**src/fault_status_pkg.sv**
```systemverilog
package fault_status_pkg;

   // Register indices within the block's own small address space.
   localparam logic [7:0] latched_six_addr = 8'h00;
   localparam logic [7:0] live_one_addr = 8'h01;
   localparam logic [7:0] flags_reset = 8'h00;

   // Latched register bit positions.
   localparam int batt_bit = 7;
   localparam int ref_lockout_bit = 6;
   localparam int analog_pd_bit = 5;
   localparam int mem_err_bit = 4;
   localparam int rst_trig_bit = 3;
   localparam int wdog_bit = 2;
   localparam int otemp_fault_bit = 1;
   localparam int otemp_warn_bit = 0;

   // Live register: regulators 6 down to 3 sit in bits 5 down to 2.
   localparam int live_lsb = 2;
   localparam int live_count = 4;
   localparam logic [2:0] detail_width = 3'h3;

endpackage

```
**src/fault_status_flags.sv**
```systemverilog
`timescale 1ns/10ps
`default_nettype none

module fault_status_flags (
   input wire logic mclk,
   input wire logic rst,
   input wire logic clk_en,
   input wire logic wr_en,
   input wire logic rd_en,
   input wire logic [7:0] addr,
   input wire logic [7:0] wr_data,
   output logic [7:0] rd_data,
   output logic detail_clear,
   input wire logic battery_below,
   input wire logic ref_input_lockout,
   input wire logic analog_supply_power_down,
   input wire logic ecc_uncorrected,
   input wire logic nvm_voltage_low,
   input wire logic nvm_data_invalid,
   input wire logic cold_reset_input_n,
   input wire logic watchdog_error,
   input wire logic otemp_fault,
   input wire logic otemp_warn,
   input wire logic [3:0] regulator_uv
);

   ////////////////////////////////////////////////////////////////////////////
   // Flag words as the host sees them.
   wire [7:0] latched_q;

   wire [3:0] live_q;

   wire [7:0] live_word;

   wire [7:0] set_vec;

   wire [7:0] clr_mask;

   // Registered edge history and output next values.
   logic batt_prev_q;

   logic batt_prev_d;

   logic [7:0] rd_data_d;

   logic detail_clear_d;

   ////////////////////////////////////////////////////////////////////////////
   // Address decode. Only the latched register accepts writes; the live one is read-only.
   wire sel_latched = (addr == fault_status_pkg::latched_six_addr);

   wire sel_live = (addr == fault_status_pkg::live_one_addr);

   wire write_latched = wr_en && sel_latched;

   wire read_latched = rd_en && sel_latched;

   wire read_live = rd_en && sel_live;

   ////////////////////////////////////////////////////////////////////////////
   // Set conditions, one per latched flag.
   wire batt_edge = battery_below && !batt_prev_q;

   wire ref_lockout_set = ref_input_lockout;

   wire analog_pd_set = analog_supply_power_down;

   wire ecc_set = ecc_uncorrected;

   wire nvm_voltage_set = nvm_voltage_low;

   wire nvm_data_set = nvm_data_invalid;

   wire mem_err_set = ecc_set || nvm_voltage_set || nvm_data_set;

   // The cold reset input is a level, so the flag sets again each cycle the pin stays low.
   wire rst_trig_set = !cold_reset_input_n;

   wire wdog_set = watchdog_error;

   wire otemp_fault_set = otemp_fault;

   wire otemp_warn_set = otemp_warn;

   ////////////////////////////////////////////////////////////////////////////
   // Set and clear vectors in register bit order.
   assign set_vec[fault_status_pkg::batt_bit] = batt_edge;

   assign set_vec[fault_status_pkg::ref_lockout_bit] = ref_lockout_set;

   assign set_vec[fault_status_pkg::analog_pd_bit] = analog_pd_set;

   assign set_vec[fault_status_pkg::mem_err_bit] = mem_err_set;

   assign set_vec[fault_status_pkg::rst_trig_bit] = rst_trig_set;

   assign set_vec[fault_status_pkg::wdog_bit] = wdog_set;

   assign set_vec[fault_status_pkg::otemp_fault_bit] = otemp_fault_set;

   assign set_vec[fault_status_pkg::otemp_warn_bit] = otemp_warn_set;

   assign clr_mask = write_latched ? wr_data : 8'h00;

   ////////////////////////////////////////////////////////////////////////////
   // Latched flags.
   genvar flag_idx;
   generate
      for (flag_idx = 0; flag_idx < 8; flag_idx++) begin : g_flag
         logic flag_q;

         logic flag_d;

         wire flag_set;

         wire flag_clr;

         wire flag_hold;

         assign flag_set = set_vec[flag_idx];
         assign flag_clr = clr_mask[flag_idx];
         assign flag_hold = flag_q && !flag_clr;

         // A set arriving in the same cycle as its clear wins, so no event is lost.
         assign flag_d = flag_set || flag_hold;
         assign latched_q[flag_idx] = flag_q;

         always_ff @(posedge mclk) begin
            if (rst) begin
               flag_q <= fault_status_pkg::flags_reset[flag_idx];
            end else if (clk_en) begin
               flag_q <= flag_d;
            end
         end
      end
   endgenerate

   ////////////////////////////////////////////////////////////////////////////
   // Live undervoltage flags. No latching: each bit follows its condition one cycle later.
   genvar live_idx;
   generate
      for (live_idx = 0; live_idx < fault_status_pkg::live_count; live_idx++) begin : g_live
         logic live_bit_q;

         logic live_bit_d;

         assign live_bit_d = regulator_uv[live_idx];
         assign live_q[live_idx] = live_bit_q;

         always_ff @(posedge mclk) begin
            if (rst) begin
               live_bit_q <= 1'b0;
            end else if (clk_en) begin
               live_bit_q <= live_bit_d;
            end
         end
      end
   endgenerate

   assign live_word = 8'(live_q) << fault_status_pkg::live_lsb;

   ////////////////////////////////////////////////////////////////////////////
   // Battery edge history. It starts at the normal level, so a battery that is
   // already low when reset ends is reported once.
   assign batt_prev_d = battery_below;

   always_ff @(posedge mclk) begin
      if (rst) begin
         batt_prev_q <= 1'b0;
      end else if (clk_en) begin
         batt_prev_q <= batt_prev_d;
      end
   end

   ////////////////////////////////////////////////////////////////////////////
   // Read path. Data is registered and zero after each enabled cycle without a read; while clk_en is low it holds the last value.
   wire [7:0] read_latched_word = read_latched ? latched_q : 8'h00;

   wire [7:0] read_live_word = read_live ? live_word : 8'h00;

   assign rd_data_d = read_latched_word | read_live_word;

   always_ff @(posedge mclk) begin
      if (rst) begin
         rd_data <= 8'h00;
      end else if (clk_en) begin
         rd_data <= rd_data_d;
      end
   end

   ////////////////////////////////////////////////////////////////////////////
   // Detail clear pulse for the memory-load error detail registers.
   assign detail_clear_d = clr_mask[fault_status_pkg::mem_err_bit];

   always_ff @(posedge mclk) begin
      if (rst) begin
         detail_clear <= 1'b0;
      end else if (clk_en) begin
         detail_clear <= detail_clear_d;
      end
   end

endmodule

`default_nettype wire

```
**config.mk**
```make
export PLATFORM = sky130hd
export DESIGN_NAME = fault_status_flags
export DESIGN_NICKNAME = d
export VERILOG_FILES = /design/src/fault_status_pkg.sv /design/src/fault_status_flags.sv
export SDC_FILE = /design/constraint.sdc
export NUM_CORES = 1
export LEC_CHECK = 0
export ABC_AREA = 0
export BUFFER_PORTS_ARGS = -buffer_cell sky130_fd_sc_hd__buf_2
export CORE_ASPECT_RATIO = 0.5
export CORE_MARGIN = 8
export CORE_UTILIZATION = 32
export DETAILED_ROUTE_END_ITERATION = 8
export PLACE_DENSITY = 0.66
export SYNTH_ARGS = -nofsm -noshare
export SYNTH_HDL_FRONTEND = slang
export SYNTH_SLANG_ARGS = --single-unit
```
**constraint.sdc**
```tcl
create_clock -name mclk -period 2.2 [get_ports mclk]
set_input_delay 0.22 -clock mclk [delete_from_list [all_inputs] [get_ports mclk]]
set_output_delay 0.22 -clock mclk [all_outputs]
set_load 0.05 [all_outputs]
```
# Word level (Yosys, flattened, before mapping)
# Index checks and enable logic that the tools add are counted.
[classes]
eq_ne = 1
mux = 3
bitwise_logic = 1
reduce_logical = 33
[ops]
columns = ["operator", "n"]
rows = [
  ["$mux W8", 2],
  ["$logic_and A1 B1 Y1", 12],
  ["$logic_not A1 Y1", 10],
  ["$logic_or A1 B1 Y1", 10],
  ["$eq A8 B1 Y1 const B", 1],
  ["$logic_not A8 Y1", 1],
  ["$or A8 B6 Y8", 1],
  ["$mux W6", 1],
]
[totals]
register_bits = 22
inputBits = 35
output_inout_bits = 9
elab_cells = 53

# Longest topological paths before layout
# Gate-level depths: netlist of the first run.
[logic_depth]
depth_word = 6
depth_mapped = 4

# Least setup slack after synthesis of the first run
# OpenSTA, ideal clock, no wires.
[synth_path]
path_kind = "input -> register"
startpoint = "in addr[7]"
endpoint = "reg g_flag[0].flag_q"
setup_ps = 133
arrival_time_ps = 918
t_required_ps = 2067
slack_ps = 1149
cell_stages = 4
n_path_buf = 1
path_cell_list = "nor4_4 -> and4b_1 -> buf_6 -> a311oi_1"
[synth_via]
elab_chain_cells = 6
[synth_lines]
columns = ["item", "line_no", "source"]
rows = [
  ["start, declared", "fault_status_flags.sv:10", "input wire logic [7:0] addr,"],
  ["$logic_not A8 Y1", "fault_status_flags.sv:50", "wire sel_latched = (addr == fault_status_pkg::latched_six_addr);"],
  ["$logic_and A1 B1 Y1", "fault_status_flags.sv:54", "wire write_latched = wr_en && sel_latched;"],
  ["$mux W8", "fault_status_flags.sv:103", "assign clr_mask = write_latched ? wr_data : 8'h00;"],
  ["$logic_not A1 Y1", "fault_status_flags.sv:122", "assign flag_hold = flag_q && !flag_clr;"],
  ["$logic_and A1 B1 Y1", "fault_status_flags.sv:122", ""],
  ["$logic_or A1 B1 Y1", "fault_status_flags.sv:125", "assign flag_d = flag_set || flag_hold;"],
  ["end signal, assigned", "fault_status_flags.sv:130", "flag_q <= fault_status_pkg::flags_reset[flag_idx];"],
  ["end signal, assigned", "fault_status_flags.sv:132", "flag_q <= flag_d;"],
  ["end, declared", "fault_status_flags.sv:110", "logic flag_q;"],
]
# No other way between the ends.
# A chain may end at the register's enable or synchronous reset.

# Final worst setup path of the first run
[layout_path]
startpoint = "in addr[1]"
endpoint = "reg g_flag[5].flag_q"
[layout_via]
elab_chain_cells = 6
[layout_lines]
columns = ["item", "line_no"]
rows = [
  ["$logic_not A8 Y1", "fault_status_flags.sv:50"],
  ["$logic_and A1 B1 Y1", "fault_status_flags.sv:54"],
  ["$mux W8", "fault_status_flags.sv:103"],
  ["$logic_not A1 Y1", "fault_status_flags.sv:122"],
  ["$logic_and A1 B1 Y1", "fault_status_flags.sv:122"],
  ["$logic_or A1 B1 Y1", "fault_status_flags.sv:125"],
  ["end signal, assigned", "fault_status_flags.sv:130"],
  ["end signal, assigned", "fault_status_flags.sv:132"],
  ["end, declared", "fault_status_flags.sv:110"],
]
# No other way between the ends.

==> results of run 1 <==
[state kept, by name (all words and copies together), names as in the netlist]
register	flops
batt_prev_q	1
detail_clear	1
g_flag.flag_q	8
g_live.live_bit_q	4
rd_data	8
[final cells by class]
type / instances / share of cell area [%]
Tap cell: 40 / 4.10
Multi-Input combinational cell: 71 / 37.9
Clock buffer: 3 / 3.38
Sequential cell: 22 / 36.1
Timing Repair Buffer: 44 / 18.2
Inverter: 1 / 0.307
[synth_stat cells, drive strengths merged]
library cell,n
dfxtp,22
nand4b,1
o31ai,4
a311oi,5
nor2b,5
mux2i,9
nand3b,4
inv,1
and4b,1
nand2,13
and3b,1
nor2,6
o31a,1
a21oi,8
nand4,1
clkbuf,2
o21ai,7
buf,5
nor4,1
nor3b,1
nor3,1
a31o,1
and2,1
[power by group through the flow]
stage	clock [mW]	sequential (mW)	combinational, mW
after floorplan	0	0.428	0.0527
after global placement	0	0.430	0.0912
after detailed placement	0	0.431	0.0928
after CTS	0.248	0.422	0.0931
after global routing	0.270	0.423	0.102
final	0.242	0.422	0.0926
[logic make-up (layout without fill, tap and decap cells)]
logic type	count (synthesis)	after routing	share of synthesized area (%)
compound gates	26	26	17.5
buf+inv	8	48	5.00
flops	22	22	46.3
mux	9	9	9.47
simple gates	36	36	21.7
[metal layers]
layer / GRT usage (%) / up-vias / routed length, um
li1: - / 444 / -
met1: 10.8 / 396 / 1100
met2: 16.0 / 19 / 1180
met3: 3.69 / 2 / 150
met4: 3.17 / 0 / 19
met5: 0 / - / 0
[worst max path at each step]
stage | end | slack (ns) | depth (start not counted)
2_1_floorplan | g_flag[0].flag_q | 1.15 | 4
3_3_place_gp | g_flag[6].flag_q | 0.82 | 4
3_5_place_dp | g_flag[5].flag_q | 0.76 | 4
4_1_cts | g_flag[5].flag_q | 1.03 | 4
5_1_grt | g_flag[5].flag_q | 0.96 | 4
6_report | g_flag[5].flag_q | 1.01 | 4
[per-stage QoR]
stage               util, %  setup WS, ns  std cells
floorplan                 -          1.15        101
global placement       40.6         0.818        178
detailed placement     40.6         0.759        178
CTS                    42.0          1.03        181
global route           42.0         0.963        181
finish                 42.0          1.01        181
==> qor.yml, run 1 <==
status: "completed"
worstMarginPinSlew_ns: 0.367
maxSlewHeadroom_pct: 75.3
p_leak_nw: 0.547
drtAntennaViolNets: 0
worstSkewPairLatency_ns: 0.26
place.gp.congestion: 0.751
power_frac_comb_pct: 12.2
nFillCells: 300
rsz0062_at_grt: "false"
worstSetupPathType: "in2reg"
area_growth_pct: 28.4
cts_resized: 0
die-area_um2: 5080
swShare_pct: 23.0
setup_tns_ns: 0
powerDensity_nw_per_um2: 619
dr.pass1.iters: 4
hold_slack_ns: 0.148
p_int_mw: 0.582
layout_min_cycle_time_ns: 1.19
fin_crit_sh_pct: 53.9
avgViaCountPerCell: 4.76
regArea_um2: 440
finalPower_mw: 0.756
placed_area_um2: 1180
cp-end-kind: "flop"
r2r_end: "g_flag[7].flag_q"
cp_num_buf_inv: 1
yosys.area.top_type_share_pct: 46.3
die_x_um: 93.1
grt-ovfl-total: 0
worst_r2r_path_depth: 3
rows: 14
synthesis.area_um2: 951
dr.first_iter.drc_count: 32
max-vdd-ir-drop_uv: 209
syn_nets: 136
synthCells: 101
yosysSeqAreaShare_pct: 46.3
coreArea_um2: 2910
cp_data_required_time_ns: 2.32
num_antenna_cells: 0
htreeDepth: 1
holdBufCountCts: 0
final_common_cell: "buf_2"
p_clk_share_pct: 32.0
drv_cap: 0
crit_family: "simple AND/OR/NAND/NOR gates"
wl_per_cell_um: 13.5
ys_types: 25
clkSinkCount: 22
seqPwrFrac_pct: 55.8
ys_ff_latch: 22
synthTopCellsByArea: "dfxtp_1, mux2i_1, nand2_1"
finalHoldViolations: 0
wl_um: 2450
cp_max_fo: 9
io_buffers: 43
crit_path_max_incr_delay_ns: 0.49
grt_pass1_vias: 776
layout_common_cells: "buf_2, dfxtp_1, nand2_1, mux2i_1, a21oi_1"
arrival_ns: 1.31
crit_chain: "buf_2, nor3_1, and4b_1, a311oi_1"
grt_usage_pct: 9.35
numCtsBuffers: 3
path_clk_slew_ns: 0.07
synth_top_cell_by_area: "dfxtp_1"
startpoint: "addr[1]"
critPathLaunchType: "input port"
pin_count: 44
grt_max_degree: 19
final_layout_size_suffix_gt1_share_pct: 34.0
reg2reg_from: "batt_prev_q"
fin_nets: 178
final_cell_area_um2: 1220
initial_core_util_pct: 32.7
multi_input_area_um2: 463
critPathSlowestCell: "and4b_1"
fin_worst_skew_ns: 0.00289
cts_tree: "built"
min_path_type: "in2reg"
fp.dieH_um: 54.5
hold_path_end: "g_flag[2].flag_q"
timing.fmax_mhz: 843
clockRootBuffer: "clkbuf_8"
via_count: 861
finalSetupViolCount: 0
postSynthAreaPerCell_um2: 9.41
p_sw_mw: 0.174
rrSetupSlack_ns: 1.38
min_from: "wr_data[2]"
ys_warn_count: 0
grt_pass1_wl_um: 3650
post-cts-setup-buffers: 0
drc_errors: 0
hpwlAfterDp_um: 1920
min_path_cells: 2
finalMaxSlewViolations: 0
cts_buffer_depth: 2
grt_antenna_before_repair: 0
No activity file was read; power rests on OpenSTA's default activity.
==> run 2, diff against run 1 <==
Settings changed: ABC_AREA 0 to 1.
Clock period 2.2 ns to 1.16 ns, I/O delays scaled along.
==> run 2 against run 1 <==
  * Synthesized cell count increased by 33%
  * Power rose by 110%
  * First-iteration DRC count is 110% higher
  * Routed wire length is 1.2% higher
  * Area after synthesis grew 0.79%
  * Setup slack worse by 0.83 ns
  * Non-clock buffer count is 4 higher
  * Sequential cell count did not move
==> qor.yml, run 2 <==
grt_max_degree: 15
drtAntennaViolNets: 0
p_int_mw: 1.20
hold_path_end: "g_live[2].live_bit_q"
via_count: 959
max-vdd-ir-drop_uv: 401
die_x_um: 93.4
placed_cells: 216
path_clk_slew_ns: 0.07
p_sw_mw: 0.401
reg2reg_from: "batt_prev_q"
rsz0062_at_grt: "false"
layout_min_cycle_time_ns: 0.973
postSynthAreaPerCell_um2: 7.15
hpwlAfterDp_um: 1960
grt_usage_pct: 9.99
clockRootBuffer: "clkbuf_8"
area_growth_pct: 33.7
io_buffers: 43
largest_registers: "g_flag.flag_q (8), rd_data (8), g_live.live_bit_q (4)"
crit_chain: "buf_2"
synth_top_cell_by_area: "dfxtp_1"
synth_common_cells: "dfxtp_1, nand2_1, nor2_1, nand3_1, a21oi_1"
min_path_type: "in2reg"
seqPwrFrac_pct: 51.3
timing.fmax_mhz: 1030
pin_count: 44
worstSetupPathType: "reg2out"
numCtsBuffers: 3
ys_types: 17
synth_edf_count: 0
htreeDepth: 1
grt-ovfl-total: 0
worst_r2r_path_depth: 2
synthesis.area_um2: 958
drc_errors: 0
cp_num_buf_inv: 1
worstSkewPairLatency_ns: 0.26
pre_cts_ws_ns: 0.107
ys_ff_latch: 22
critPathSlowestCell: "dfxtp_1"
fin_crit_sh_pct: 83.9
finalMaxSlewViolations: 0
synthTopCellsByArea: "dfxtp_1, nand3_1, nand2_1"
setup_slack_ns: 0.187
cp_max_fo: 2
min_from: "regulator_uv[2]"
maxSlewHeadroom_pct: 79.2
wl_per_cell_um: 11.3
critPathLaunchType: "flop"
coreArea_um2: 2930
cts_resized: 0
ys_warn_count: 0
cts_buffer_depth: 2
swShare_pct: 25.1
grt_antenna_before_repair: 0
drv_cap: 0
p_leak_nw: 0.596
status: "completed"
cp_data_required_time_ns: 1.04
setup_tns_ns: 0
finalHoldViolations: 0
clkSinkCount: 22
dr.pass1.iters: 3
power_frac_comb_pct: 15.0
final_common_cell: "buf_2"
layout_common_cells: "buf_2, nand2_1, dfxtp_1, nor2_1, nand3_1"
holdBufCountCts: 0
fin_worst_skew_ns: 0.000796
final_layout_size_suffix_gt1_share_pct: 33.9
final_core_util_pct: 43.8
cts_tree: "built"
arrival_ns: 0.86
place.gp.congestion: 0.810
num_antenna_cells: 0
grt_pass1_wl_um: 4060
post-cts-setup-buffers: 0
yosys.area.top_type_share_pct: 46.0
cp-end-kind: "output port"
dr.first_iter.drc_count: 66
p_clk_share_pct: 33.7
die-area_um2: 5110
worstMarginPinSlew_ns: 0.312
wl_um: 2480
grt_pass1_vias: 939
stdcell_count: 220
initial_core_util_pct: 32.8
finalPower_mw: 1.60
yosysSeqAreaShare_pct: 46.0
crit_path_max_incr_delay_ns: 0.33
finalSetupViolCount: 0
powerDensity_nw_per_um2: 1250
fin_nets: 216
r2r_end: "g_flag[7].flag_q"
rrSetupSlack_ns: 0.42
min_path_cells: 3
crit_family: "flip-flops"
synthCells: 134
fp.dieH_um: 54.7
synth-main-ff-cell: "dfxtp_1"
ys_async_sr_fraction_pct: 0
syn_nets: 169
avgViaCountPerCell: 4.36
rows: 14
-- run 2: how the worst max path moves through the flow --
| stage | to | start | cells after the start | slack, ns |
|---|---|---|---|---|
| after floorplan | rd_data[0] | rd_data[0] | 2 | 0.25 |
| after global placement | g_flag[5].flag_q | addr[7] | 8 | 0.13 |
| after detailed placement | g_flag[5].flag_q | addr[7] | 8 | 0.11 |
| after CTS | detail_clear | detail_clear | 1 | 0.17 |
| after global routing | rd_data[3] | rd_data[3] | 1 | 0.14 |
| final | rd_data[6] | rd_data[6] | 1 | 0.19 |
-- run 2: worst min-delay path, delay by kind of cell --
kind / cells / cell delay (ns)
simple gates: 2 / 0.11
buf+inv: 1 / 0.07
-- run 2: power by group through the flow --
stage | clock (mW) | combinational [mW] | sequential (mW)
floorplan | 0 | 0.0978 | 0.880
global placement | 0 | 0.241 | 0.836
detailed placement | 0 | 0.243 | 0.836
CTS | 0.560 | 0.244 | 0.819
global route | 0.581 | 0.272 | 0.823
finish | 0.537 | 0.240 | 0.819
-- run 2: kinds of logic after synthesis --
family                 after synthesis  share of synthesized area [%]
buffers and inverters               16                           7.57
and+or+nand+nor                     69                           32.1
AOI/OAI and AO/OA                   27                           14.4
DFF                                 22                           46.0
-- run 2: cell type report --
type | instances | area, um^2
clock buffers | 4 | 55.1
flip-flops and latches | 22 | 440
fillers | 308 | 1640
repair buffers | 48 | 253
well taps | 40 | 50.0
inverters | 10 | 37.5
multi-input cells | 96 | 445
-- run 2: routing by layer --
layer	wire length, um	GRT usage (%)
met1	983	10.8
met2	1360	18.7
met3	100	2.87
met4	28	3.96
met5	0	0
-- run 2: per-stage QoR --
| step | instance area, um^2 | hold WS [ns] |
|---|---|---|
| after floorplan | 958 | 0.251 |
| after global placement | 1230 | 0.342 |
| after detailed placement | 1230 | 0.348 |
| after CTS | 1280 | 0.0751 |
| after global routing | 1280 | 0.0746 |
| final | 1280 | 0.0761 |
==> run 3, diff against run 2 <==
Settings changed: ABC_AREA 1 to 0.
Clock period 1.16 ns to 1 ns, I/O delays scaled along.
==> run 3 against run 2 <==
  * Design area is 1.6% higher
  * Global-route usage is 0.23 points lower
  * Utilization is 0.95 points higher
  * Largest power group unchanged
  * Count of clock-buffer cells in the layout is 1 lower
  * Cell count is 15% lower
==> qor.yml, run 3 (synthesized netlist as in run 1, its figures left out) <==
avgViaCountPerCell: 4.75
timing.fmax_mhz: 1050
clkSinkCount: 22
worst_r2r_path_depth: 3
dr.pass1.iters: 4
powerDensity_nw_per_um2: 1520
pin_count: 44
cts_tree: "built"
r2r_end: "g_flag[7].flag_q"
grt-ovfl-total: 0
maxSlewHeadroom_pct: 80.6
setup_tns_ns: 0
setup_slack_ns: 0.0454
initial_core_util_pct: 32.7
cp-end-kind: "output port"
path_clk_slew_ns: 0.08
dr_wl_met3_um: 185
place.gp.congestion: 0.743
rrSetupSlack_ns: 0.20
max-vdd-ir-drop_uv: 756
drtAntennaViolNets: 0
worstSkewPairLatency_ns: 0.26
crit_chain: "buf_2"
drv_cap: 0
placed_cells: 183
critPathSlowestCell: "dfxtp_1"
numCtsBuffers: 3
rows: 14
io_buffers: 43
cp_data_required_time_ns: 0.90
fin_worst_skew_ns: 0.00263
min_path_type: "in2reg"
post-cts-setup-buffers: 0
die_x_um: 93.1
min_path_cells: 2
worstMarginPinSlew_ns: 0.290
largest_registers: "g_flag.flag_q (8), rd_data (8), g_live.live_bit_q (4)"
fp.dieH_um: 54.5
final_core_util_pct: 44.8
finalSetupViolCount: 0
crit_path_max_incr_delay_ns: 0.33
min_from: "wr_data[2]"
coreArea_um2: 2910
status: "completed"
highest_layer: "met4"
pre_cts_ws_ns: -0.156
layout_common_cells: "buf_2, dfxtp_1, nand2_1, mux2i_1, a21oi_1"
reg2reg_from: "batt_prev_q"
met1Wirelength_um: 1110
critPathLaunchType: "flop"
fin_nets: 183
nFillCells: 304
fin_crit_sh_pct: 95.5
layout_min_cycle_time_ns: 0.955
final_common_cell: "buf_2"
dr.first_iter.drc_count: 66
wl_met2_um: 1140
finalMaxSlewViolations: 0
htreeDepth: 1
rsz0062_at_grt: "false"
finalHoldViolations: 0
drc_errors: 0
grt_antenna_before_repair: 0
num_antenna_cells: 0
via_count: 889
grt_pass1_wl_um: 3800
worstSetupPathType: "reg2out"
grt_max_degree: 23
grt_pass1_vias: 841
hold_path_end: "g_flag[2].flag_q"
clockRootBuffer: "clkbuf_8"
grt_usage_pct: 9.76
cts_buffer_depth: 2
cp_num_buf_inv: 1
area_growth_pct: 36.8
wl_um: 2460
stdcell_count: 187
final_layout_size_suffix_gt1_share_pct: 36.7
p_leak_nw: 0.583
die-area_um2: 5080
hpwlAfterDp_um: 1950
cp_max_fo: 2
wl_per_cell_um: 13.2
arrival_ns: 0.85
crit_family: "flip-flops"
## run 3: cell count changes in the layout (fill, tap and decap cells not counted), sizes merged, moves of 6 or more
| cell | previous run | this run |
|---|---|---|
| inv | 10 | 1 |
| nand2 | 24 | 13 |
| nor2 | 26 | 6 |
| nand3 | 17 | 0 |
| a21oi | 14 | 8 |
| mux2i | 0 | 9 |
## run 3: what timing repair did
item / 4_1_cts / 5_1_grt
endpoints found under the setup margin: 0 / 5
resized for setup: 0 / 5
hold buffers: 0 / 0
## run 3: worst max-delay path by stage
stage	depth (start not counted)	startpoint	slack [ns]	end
after floorplan	2	detail_clear	0.007	detail_clear
after global placement	5	addr[7]	-0.13	g_flag[5].flag_q
after detailed placement	5	addr[7]	-0.16	g_flag[6].flag_q
after CTS	1	rd_data[3]	0.03	rd_data[3]
after global routing	1	rd_data[0]	0.0008	rd_data[0]
final	1	rd_data[2]	0.05	rd_data[2]
## run 3: report_power, final
group          total (mW)  switching (mW)  internal [mW]
Sequential          0.927          0.0169          0.910
Combinational       0.215           0.103          0.113
Clock               0.832           0.297          0.535
Total                1.97           0.417           1.56
## run 3: final cells by class
cell class                      instances  area, um^2  share of cell area (%)
Clock inverter                          1        30.0                    2.31
Clock buffer                            3        41.3                    3.17
Inverter                                1        3.75                   0.288
Timing Repair Buffer                   49         273                    21.0
Multi-Input combinational cell         71         463                    35.6
Tap cell                               40        50.0                    3.85
Sequential cell                        22         440                    33.8
## run 3: routing by layer
metal / track usage [%] / vias to the layer above
li1: - / 455
met1: 11.4 / 411
met2: 15.5 / 21
met3: 4.65 / 2
met4: 3.96 / 0
met5: 0 / -
## run 3: per-stage QoR
step           area [um^2]  total power, mW  hold slack (ns)
6_report              1300             1.97           0.0203
5_1_grt               1300             2.07           0.0225
4_1_cts               1290             1.99           0.0168
3_5_place_dp          1220             1.16            0.303
3_3_place_gp          1220             1.16            0.294
2_1_floorplan          951             1.06            0.210
